**src/ebwrs_pkg.sv**
```systemverilog
// shared constants and types of the external bus wait and read strobe block
package ebwrs_pkg;

  // register byte offsets on the register bus
  localparam logic [4:0] OFF_WAIT_CTRL   = 5'h00;
  localparam logic [4:0] OFF_STROBE_TIME = 5'h04;
  localparam logic [4:0] OFF_ACCESS_CTRL = 5'h08;
  localparam logic [4:0] OFF_STATUS      = 5'h0c;
  localparam logic [4:0] OFF_ACCESS_CNT  = 5'h10;

  // values after reset
  localparam logic [7:0] RST_WAIT_CTRL   = 8'h77;
  localparam logic [7:0] RST_STROBE_TIME = 8'h00;
  localparam logic [7:0] RST_ACCESS_CTRL = 8'hff;

  // writable bits of the wait control byte; bits 7 and 3 stay zero
  localparam logic [7:0] WAIT_CTRL_MASK  = 8'h77;

  // field positions
  localparam int unsigned WAIT_FIELD_W   = 3;
  localparam int unsigned AREA0_WAIT_LSB = 0;
  localparam int unsigned AREA1_WAIT_LSB = 4;
  localparam int unsigned NUM_AREAS      = 8;
  localparam int unsigned AREA_W         = 3;

  // one bus state lasts two mclk cycles, one per half-state
  localparam int unsigned HALF_CYCLES    = 1;

  typedef enum logic [3:0] {
    EB_IDLE = 4'b0001,
    EB_T1   = 4'b0010,
    EB_TW   = 4'b0100,
    EB_T3   = 4'b1000
  } ebwrs_state_t;

endpackage : ebwrs_pkg

```
**src/ebwrs_cfg_if.sv**
```systemverilog
// configuration and status carried between register file and bus engine
`timescale 1ns/1ps
`default_nettype none
interface ebwrs_cfg_if;
  import ebwrs_pkg::*;
  logic [2:0]           wait_cnt0;
  logic [2:0]           wait_cnt1;
  logic [7:0]           wait_en;
  logic [7:0]           early_sel;
  logic                 busy;
  ebwrs_state_t         state;
  logic [2:0]           cur_area;
  logic [2:0]           cur_waits;
  logic [15:0]          access_cnt;

  modport regs (output wait_cnt0, wait_cnt1, wait_en, early_sel,
                input  busy, state, cur_area, cur_waits, access_cnt);
  modport engine (input  wait_cnt0, wait_cnt1, wait_en, early_sel,
                  output busy, state, cur_area, cur_waits, access_cnt);
endinterface : ebwrs_cfg_if
`default_nettype wire

```
**src/ebwrs_regs.sv**
```systemverilog
// register file of the block as an avalon-mm slave with waitrequest
`timescale 1ns/1ps
`default_nettype none
module ebwrs_regs
  import ebwrs_pkg::*;
(
  input  wire logic        mclk,
  input  wire logic        rst_b,
  input  wire logic [4:0]  avs_address,
  input  wire logic        avs_read,
  input  wire logic        avs_write,
  input  wire logic [31:0] avs_writedata,
  input  wire logic [3:0]  avs_byteenable,
  output logic [31:0]      avs_readdata,
  output logic             avs_waitrequest,
  ebwrs_cfg_if.regs        cfg
);

  typedef struct packed {
    logic [7:0]  wait_ctrl;
    logic [7:0]  strobe_time;
    logic [7:0]  access_ctrl;
    logic        ack;
    logic [31:0] rdata;
  } ebwrs_reg_state_t;

  ebwrs_reg_state_t st_q;
  ebwrs_reg_state_t st_d;

  // one-hot select; index 5 marks an unmapped address
  function automatic logic [5:0] ebwrs_sel(input logic [4:0] a);
    logic [5:0] s;
    s = 6'h00;
    if (a == OFF_WAIT_CTRL) begin
      s[0] = 1'b1;
    end else if (a == OFF_STROBE_TIME) begin
      s[1] = 1'b1;
    end else if (a == OFF_ACCESS_CTRL) begin
      s[2] = 1'b1;
    end else if (a == OFF_STATUS) begin
      s[3] = 1'b1;
    end else if (a == OFF_ACCESS_CNT) begin
      s[4] = 1'b1;
    end else begin
      s[5] = 1'b1;
    end
    return s;
  endfunction : ebwrs_sel

  logic [5:0] sel;

  always_comb begin
    sel  = ebwrs_sel(avs_address);
    st_d = st_q;
    // every request waits exactly one cycle so read data come from a flop
    st_d.ack = (avs_read | avs_write) & ~st_q.ack;
    if (avs_read & ~st_q.ack) begin
      st_d.rdata = 32'h0000_0000;
      if (sel[0]) begin
        st_d.rdata[7:0] = st_q.wait_ctrl & WAIT_CTRL_MASK;
      end else if (sel[1]) begin
        st_d.rdata[7:0] = st_q.strobe_time;
      end else if (sel[2]) begin
        st_d.rdata[7:0] = st_q.access_ctrl;
      end else if (sel[3]) begin
        st_d.rdata[10:0] = {cfg.cur_waits, cfg.cur_area, cfg.state,
                            cfg.busy};
      end else if (sel[4]) begin
        st_d.rdata[15:0] = cfg.access_cnt;
      end
    end
    if (avs_write & st_q.ack & avs_byteenable[0]) begin
      if (sel[0]) begin
        st_d.wait_ctrl = avs_writedata[7:0] & WAIT_CTRL_MASK;
      end else if (sel[1]) begin
        st_d.strobe_time = avs_writedata[7:0];
      end else if (sel[2]) begin
        st_d.access_ctrl = avs_writedata[7:0];
      end
    end
  end

  always_ff @(posedge mclk or negedge rst_b) begin
    if (!rst_b) begin
      st_q.wait_ctrl   <= RST_WAIT_CTRL;
      st_q.strobe_time <= RST_STROBE_TIME;
      st_q.access_ctrl <= RST_ACCESS_CTRL;
      st_q.ack         <= 1'b0;
      st_q.rdata       <= 32'h0000_0000;
    end else begin
      st_q <= st_d;
    end
  end

  assign avs_waitrequest = (avs_read | avs_write) & ~st_q.ack;
  assign avs_readdata    = st_q.rdata;
  assign cfg.wait_cnt0   = st_q.wait_ctrl[AREA0_WAIT_LSB +: WAIT_FIELD_W];
  assign cfg.wait_cnt1   = st_q.wait_ctrl[AREA1_WAIT_LSB +: WAIT_FIELD_W];
  assign cfg.wait_en     = st_q.access_ctrl;
  assign cfg.early_sel   = st_q.strobe_time;

endmodule : ebwrs_regs
`default_nettype wire

```
**src/ebwrs_top.sv**
```systemverilog
// external bus cycle engine with per-area waits and read strobe timing
`timescale 1ns/1ps
`default_nettype none
// Overview of operation
// area 1 with waits enabled gets as many wait states as its field
// area 0 with waits enabled gets as many wait states as its field
// both wait fields reset to all ones, seven wait states
// wait control bits 7 and 3 read zero and ignore writes
// read strobe timing register has one bit per area, bit n for area n
// bit clear: read strobe released at end of the read cycle
// bit set: read strobe released one half-state before the end
// early release also samples read data one half-state earlier
// strobe timing applies to basic bus interface reads
// all strobe timing bits reset to zero
// wait enable clear means the area gets no program waits
module ebwrs_top
  import ebwrs_pkg::*;
#(
  parameter int unsigned ADDR_W = 24,
  parameter int unsigned DATA_W = 16
)
(
  input  wire logic              mclk,
  input  wire logic              rst_b,
  // register bus
  input  wire logic [4:0]        avs_address,
  input  wire logic              avs_read,
  input  wire logic              avs_write,
  input  wire logic [31:0]       avs_writedata,
  input  wire logic [3:0]        avs_byteenable,
  output logic [31:0]            avs_readdata,
  output logic                   avs_waitrequest,
  // access requests from the internal side
  input  wire logic              req_valid,
  output logic                   req_ready,
  input  wire logic              req_write,
  input  wire logic [2:0]        req_area,
  input  wire logic [ADDR_W-1:0] req_addr,
  input  wire logic [DATA_W-1:0] req_wdata,
  output logic                   resp_valid,
  output logic [DATA_W-1:0]      resp_rdata,
  // external bus pins
  output logic [ADDR_W-1:0]      ext_addr,
  output logic [7:0]             ext_cs_b,
  output logic                   ext_rd_b,
  output logic                   ext_wr_b,
  output logic [DATA_W-1:0]      ext_data_o,
  output logic                   ext_data_oe,
  input  wire logic [DATA_W-1:0] ext_data_i
);

  typedef struct packed {
    ebwrs_state_t      state;
    logic              half;
    logic [2:0]        wait_left;
    logic [2:0]        wait_used;
    logic              write;
    logic [2:0]        area;
    logic              early;
    logic [ADDR_W-1:0] addr;
    logic [DATA_W-1:0] wdata;
    logic [DATA_W-1:0] rdata;
    logic              resp;
    logic              rd_b;
    logic              wr_b;
    logic [7:0]        cs_b;
    logic              data_oe;
    logic [15:0]       access_cnt;
  } ebwrs_eng_state_t;

  ebwrs_eng_state_t st_q;
  ebwrs_eng_state_t st_d;

  ebwrs_cfg_if cfg ();

  ebwrs_regs u_regs (
    .mclk            (mclk),
    .rst_b           (rst_b),
    .avs_address     (avs_address),
    .avs_read        (avs_read),
    .avs_write       (avs_write),
    .avs_writedata   (avs_writedata),
    .avs_byteenable  (avs_byteenable),
    .avs_readdata    (avs_readdata),
    .avs_waitrequest (avs_waitrequest),
    .cfg             (cfg)
  );

  // program waits for an area; areas 2 to 7 run without program waits
  function automatic logic [2:0] ebwrs_waits(
    input logic [2:0] area,
    input logic [7:0] en,
    input logic [2:0] cnt0,
    input logic [2:0] cnt1
  );
    logic [2:0] w;
    w = 3'h0;
    if (area == 3'h0 && en[0]) begin
      w = cnt0;
    end else if (area == 3'h1 && en[1]) begin
      w = cnt1;
    end else begin
      w = 3'h0;
    end
    return w;
  endfunction : ebwrs_waits

  // read strobe is low from the second half of T1 on; an early area
  // lets go after the first half of T3, a normal one at the end of T3
  function automatic logic ebwrs_rd_low(
    input ebwrs_state_t s,
    input logic         h,
    input logic         wr,
    input logic         early
  );
    logic low;
    low = 1'b0;
    case (s)
      EB_T1: begin
        low = h;
      end
      EB_TW: begin
        low = 1'b1;
      end
      EB_T3: begin
        low = early ? ~h : 1'b1;
      end
      default: begin
        low = 1'b0;
      end
    endcase
    return low & ~wr;
  endfunction : ebwrs_rd_low

  // write strobe ends half a state before T3 ends so data hold is met
  function automatic logic ebwrs_wr_low(
    input ebwrs_state_t s,
    input logic         h,
    input logic         wr
  );
    logic low;
    low = 1'b0;
    case (s)
      EB_T1: begin
        low = h;
      end
      EB_TW: begin
        low = 1'b1;
      end
      EB_T3: begin
        low = ~h;
      end
      default: begin
        low = 1'b0;
      end
    endcase
    return low & wr;
  endfunction : ebwrs_wr_low

  logic end_of_state;
  logic sample_now;

  always_comb begin
    st_d         = st_q;
    st_d.resp    = 1'b0;
    end_of_state = st_q.half;
    // data are taken at the edge where the strobe is released
    sample_now   = (st_q.state == EB_T3) && !st_q.write &&
                   (st_q.early ? !st_q.half : st_q.half);

    if (st_q.state != EB_IDLE) begin
      st_d.half = ~st_q.half;
    end

    case (st_q.state)
      EB_IDLE: begin
        st_d.half = 1'b0;
        if (req_valid) begin
          st_d.state     = EB_T1;
          st_d.write     = req_write;
          st_d.area      = req_area;
          st_d.addr      = req_addr;
          st_d.wdata     = req_wdata;
          st_d.wait_left = ebwrs_waits(req_area, cfg.wait_en,
                                       cfg.wait_cnt0,
                                       cfg.wait_cnt1);
          st_d.wait_used = st_d.wait_left;
          // every access here is a basic bus interface access
          st_d.early     = cfg.early_sel[req_area] & ~req_write;
        end
      end
      EB_T1: begin
        if (end_of_state) begin
          st_d.state = (st_q.wait_left != 3'h0) ? EB_TW : EB_T3;
        end
      end
      EB_TW: begin
        if (end_of_state) begin
          st_d.wait_left = st_q.wait_left - 3'h1;
          if (st_q.wait_left == 3'h1) begin
            st_d.state = EB_T3;
          end
        end
      end
      EB_T3: begin
        if (end_of_state) begin
          st_d.state      = EB_IDLE;
          st_d.access_cnt = st_q.access_cnt + 16'h0001;
          st_d.resp       = st_q.write;
        end
      end
      default: begin
        st_d.state = EB_IDLE;
        st_d.half  = 1'b0;
      end
    endcase

    if (sample_now) begin
      st_d.rdata = ext_data_i;
      st_d.resp  = 1'b1;
    end

    // pins follow the next state so they change with it, from flops
    st_d.rd_b    = ~ebwrs_rd_low(st_d.state, st_d.half, st_d.write,
                                 st_d.early);
    st_d.wr_b    = ~ebwrs_wr_low(st_d.state, st_d.half, st_d.write);
    st_d.data_oe = st_d.write && (st_d.state != EB_IDLE);
    st_d.cs_b    = 8'hff;
    if (st_d.state != EB_IDLE) begin
      st_d.cs_b[st_d.area] = 1'b0;
    end
  end

  always_ff @(posedge mclk or negedge rst_b) begin
    if (!rst_b) begin
      st_q.state      <= EB_IDLE;
      st_q.half       <= 1'b0;
      st_q.wait_left  <= 3'h0;
      st_q.wait_used  <= 3'h0;
      st_q.write      <= 1'b0;
      st_q.area       <= 3'h0;
      st_q.early      <= 1'b0;
      st_q.addr       <= '0;
      st_q.wdata      <= '0;
      st_q.rdata      <= '0;
      st_q.resp       <= 1'b0;
      st_q.rd_b       <= 1'b1;
      st_q.wr_b       <= 1'b1;
      st_q.cs_b       <= 8'hff;
      st_q.data_oe    <= 1'b0;
      st_q.access_cnt <= 16'h0000;
    end else begin
      st_q <= st_d;
    end
  end

  assign req_ready      = (st_q.state == EB_IDLE);
  assign resp_valid     = st_q.resp;
  assign resp_rdata     = st_q.rdata;
  assign ext_addr       = st_q.addr;
  assign ext_cs_b       = st_q.cs_b;
  assign ext_rd_b       = st_q.rd_b;
  assign ext_wr_b       = st_q.wr_b;
  assign ext_data_o     = st_q.wdata;
  assign ext_data_oe    = st_q.data_oe;

  assign cfg.busy       = (st_q.state != EB_IDLE);
  assign cfg.state      = st_q.state;
  assign cfg.cur_area   = st_q.area;
  assign cfg.cur_waits  = st_q.wait_used;
  assign cfg.access_cnt = st_q.access_cnt;

endmodule : ebwrs_top
`default_nettype wire

```
**config.mk**
```make
export PLATFORM = sky130hd
export DESIGN_NAME = ebwrs_top
export DESIGN_NICKNAME = d
export VERILOG_FILES = /design/src/ebwrs_pkg.sv /design/src/ebwrs_cfg_if.sv /design/src/ebwrs_regs.sv /design/src/ebwrs_top.sv
export SDC_FILE = /design/constraint.sdc
export NUM_CORES = 1
export LEC_CHECK = 0
export BUFFER_PORTS_ARGS = -buffer_cell sky130_fd_sc_hd__buf_2
export CORE_MARGIN = 2
export CORE_UTILIZATION = 56
export CTS_CLUSTER_DIAMETER = 80
export DETAILED_ROUTE_END_ITERATION = 12
export PLACE_DENSITY = 0.86
export SLEW_MARGIN = 20
export SYNTH_ARGS = -nofsm -noshare
export SYNTH_HDL_FRONTEND = slang
export SYNTH_SLANG_ARGS = --single-unit
```
**constraint.sdc**
```tcl
create_clock -name mclk -period 3.9 [get_ports mclk]
set_clock_uncertainty 0.05 [all_clocks]
set_input_delay 0.39 -clock mclk [delete_from_list [all_inputs] [get_ports mclk]]
set_output_delay 0.39 -clock mclk [all_outputs]
set_load 0.03 [all_outputs]
```
# Word level (Yosys, flattened, before mapping)
# Index checks and enable logic that the tools add are counted.
# Widths: inputs -> output; s select.
# totals
register_bits	139
elab_cells	125
# classes
addsub	2
n_lt_le_gt_ge	3
eq_ne	17
mux	45
bitwise_logic	18
n_reduce_logical	19
# ops
op	count
$mux 8	7
$mux 51	1
$mux 45	1
$mux 4	7
$add 16x1->16 const B	1
$mux 16	1
$pmux 4 s4	1
$mux 1	15
$mux 3	4
$mux 11	1
$eq 5x4->1 const B	2
$not 1->1	9
$eq 4x2->1 const B	2
$eq 4x3->1 const B	2
$eq 4x4->1 const B	2
$lt 3x4->1 const B	2
$ne 4x1->1 const B	2
$not 8->8	1
$and 1x1->1	7
$eq 3x1->1 const B	2
$logic_and 1x1->1	6
$pmux 1 s3	2
$pmux 3 s2	1
$reduce_and 2->1	3
19 further kinds	22

# Logic depth before layout (Yosys ltp)
# depth
depth_word	12
mapped_depth	7
ltp_nobuf	7

# Cells and area by module
# A second synthesis with hierarchy kept.
# hier_totals
cells_unflattened	614
hier_area_um2	7085.5
# modules_own_cells
mod	instances	cells_per_inst	area_per_inst_um2	seq_area_each_um2
ebwrs_top	1	380	4675.7	2516.2
ebwrs_regs	1	234	2409.8	993.5

# Worst setup path before layout
# OpenSTA, ideal clock, no wires.
# synth_timing
path_type	reg-to-reg
from	register, netlist name cfg.state[0]
to	register u_regs.st_q (netlist bit u_regs.avs_readdata[0])
setup_ns	0.121
arrival_ns	2.299
required_ns	3.729
path_slack_ns	1.430
path_stages_with_launch	6
path_cell_list	dfstp_2 nor4b_1 nor2_1 a211oi_1 o21ai_0 a22o_1
# synth_between
elab_chain_len	5
# synth_lines
item	line_no	text
$ne 4x1->1	ebwrs_top.sv:267	assign cfg.busy = (st_q.state != EB_IDLE);
$mux 11	ebwrs_regs.sv:65	end else if (sel[3]) begin
$mux 8	ebwrs_regs.sv:63	end else if (sel[2]) begin
$mux 8	ebwrs_regs.sv:61	end else if (sel[1]) begin
$mux 8	ebwrs_regs.sv:59	if (sel[0]) begin
end signal, assigned	ebwrs_regs.sv:91	st_q <= st_d;
end, declared	ebwrs_regs.sv:27	ebwrs_reg_state_t st_q;
# Every way passes these cells.
# A chain may end at the register's enable or synchronous reset.

# Worst setup path in the final report
# layout_timing
from	register, netlist name cfg.state[0]
to	output req_ready
# layout_between
elab_chain_len	1
# layout_lines
item	line_no	text
$eq 4x1->1	ebwrs_top.sv:257	assign req_ready = (st_q.state == EB_IDLE);
end, declared	ebwrs_top.sv:35	output logic req_ready,
# Every way passes these cells.

==> impl_metrics.toml <==
[floorplanning]
start_util_pct = 56.9
ios = 208
die_y_um = 114
rows = 40
core-area_um2 = 11900
die_area_um2 = 13000
die_w_um = 114

[power_and_ir_drop]
internal-power_uw = 3330
vdd_drop_max_v = 0.000577
p_sw_uw = 1820
p_clk_share_pct = 30.8
combPwrFrac_pct = 30.5
power_uw = 5160
p_sw_share_pct = 35.4
seqPwrFrac_pct = 38.8
cellPowerDensity_nw_per_um2 = 677
p_leak_uw = 0.00357

[global_routing]
antenna_found_initial = 0
grt-ovfl-total = 0
grt_pass1_vias = 4329
grt_first_pass_wirelength_mm = 21.3
grt_usage_pct = 21.1
grt_max_degree = 81

[synthesis]
syn_area_per_cell_um2 = 11.5
muxShareOfSynthArea_pct = 14.8
synth_top_family_by_area = "multiplexers"
ys_ff_latch = 139
synth_adder_area_share_pct = 0.738
synthXorXnorAreaFrac_pct = 2.20
synthDominantCellAreaShare_pct = 42.1
synth_area_um2 = 6780
synth-simple-area-share_pct = 9.43
synth_seq_area_share_pct = 51.8
ys_types = 55
synth_area_leaders = "dfrtp_1, mux2_2, buf_4"
synth_top_cell_by_area = "dfrtp_1"
yosysMostFrequentCell = "dfrtp_1"
synth-edff-count = 0
async_flop_share_pct = 100
synth_compound_area_share_pct = 7.64
synthTopCellsByCount = "dfrtp_1, buf_4, mux2_2, nand2_1, o21ai_0"
ys.warnings.count = 0
ys.flop_type = "dfrtp_1"
postSynthCellCount = 590

[finish]
stdcell_area_um2 = 7620
instances_no_fill = 833
syn_to_final_growth_pct = 12.4
diodes = 0
nets = 783
drive_gt1_share_pct = 45.8

[setup_path]
cp-start-kind = "flop"
cp.required_ns = 3.46
cp_top_family = "flip-flops"
cp_slowest_cell = "dfstp_2"
arrival_ns = 1.98
cp_max_fo = 9
path_buf_inv = 1
crit_path_end_kind = "output port"
crit_chain = "nor4b_1 -> buf_2"
critPathKind = "flop to output port"
worst_path_largest_cell_delay_ns = 0.64

[sta]
fin_tns_setup_ns = 0
layout_min_cycle_time_ns = 2.42
max_freq_mhz = 414
tightest_slew_ns = 0.925
fin_crit_sh_pct = 61.9
max_slew_margin_pct = 38.4
final_max_slew_viol_count = 0
rsz0062_at_grt = "false"
hold_viol = 0
finalSetupViolations = 0

[placed_design]
port_buffers = 164
dp_cells = 800
gp_congestion = 0.917
place_area_um2 = 7010
dpl.hpwl_mm = 9.66

[clock_tree]
clock_latency_ns = 0.42
htree_levels = 4
cts_root_buf = "clkbuf_16"
cts.path.max_buffers = 2
cts_buffers = 17
cts_sinks = 139
cts_tree = "yes"
clkTransAtPathRegs_ns = 0.06
postCtsSetupRepairBufs = 0

[routing]
drt-initial-drc-count = 454
ant_nets = 0
drc = 0
finalWirelength_mm = 13.4
routedWlPerCell_um = 16.0
drt_first_pass_iters = 4
num_vias = 4458
viasPerCell = 5.35

[job]
maxCapViolations = 0

[hold_path]
hp-class = "input pin to flop"

[outcome]
status = "finished clean"
==> metrics by stage <==
stage | hold WS (ns) | util, % | setup slack [ns]
CTS | 0.132 | 64.0 | 1.48
finish | 0.148 | 64.0 | 1.48
global route | 0.140 | 64.0 | 1.33
detailed placement | 0.417 | 58.9 | 1.49
global placement | 0.401 | 58.9 | 1.56
floorplan | 0.0444 | - | 1.43
==> worst paths after layout <==
path	from	end	slack [ns]	depth (start not counted)
max	cfg.state[0]	req_ready	1.48	2
min	req_addr[6]	ext_addr[6]	0.15	2
max reg2reg	cfg.state[1]	ext_cs_b[1]	1.50	5
min reg2reg	u_regs.avs_readdata[12]	u_regs.avs_readdata[12]	0.42	2
max in group asynchronous	rst_b	u_regs.cfg.wait_en[5]	2.37	3
min in group asynchronous	rst_b	resp_rdata[7]	0.50	2
==> layout make-up <==
cell class	count	area (um2)
inverter	15	56.3
multi-input combinational	333	2420
fill	919	4290
tap	147	184
clock buffer	19	453
clock inverter	13	143
sequential	139	3510
timing repair buffer	167	852
==> timing repair <==
action                                 CTS  global route
gates resized for setup                  0             0
endpoints found under the hold margin   67             0
hold buffers                             1             0
==> cells by family (layout without fill, tap and decap cells) <==
family | Yosys count | count (layout)
other cells | 1 | 16
xor+xnor | 17 | 17
compound gates | 83 | 83
fa+ha+maj | 4 | 4
simple gates | 126 | 126
buf+inv | 133 | 214
mux | 87 | 87
flops | 139 | 139
==> metal layers <==
metal | GRT usage (%) | vias to the layer above | routed length [um]
met5 | 0 | - | 0
met4 | 10.2 | 0 | 302
met3 | 5.37 | 26 | 672
met2 | 34.5 | 144 | 6940
li1 | - | 2086 | -
met1 | 26.2 | 2202 | 5450
==> sequential cells by signal (all words and copies together), names as in the netlist, 8 cells and up <==
signal and cells:
ext_data_o 16, resp_rdata 16, u_regs.avs_readdata 16, u_regs.cfg.early_sel 8, u_regs.cfg.wait_en 8, cfg.access_cnt 16
ext_cs_b 8, ext_addr 24
==> power by group through the flow <==
stage,Clock [uW],Sequential (uW),Combinational [uW]
after floorplan,0,1970,1520
after global routing,1680,2040,1660
final,1590,2000,1570
after CTS,1620,2000,1580
after detailed placement,0,2020,1570
after global placement,0,2000,1530
==> cells in the final DEF, fill, tap and decap left out, types with 3 or more instances in the layout <==
cell         n
mux2i_1      6
o22ai_1      4
ha_1         4
o21ai_0     37
conb_1      16
nand4_1      5
nor3_1       7
clkinv_2     3
dfstp_2     25
a21oi_1     11
clkbuf_16   17
a21o_1       4
a211oi_1     3
a22oi_1      4
dfrtp_1    114
inv_1       15
xnor2_1      9
xor2_1       8
nor2b_1      4
nand3_1      9
o31ai_1      6
or3_1        7
nand2b_1     5
mux2_2      78
nand2_1     48
buf_2      163
clkinv_4     5
nor2_1      24
(Power assumes the default switching activity.)
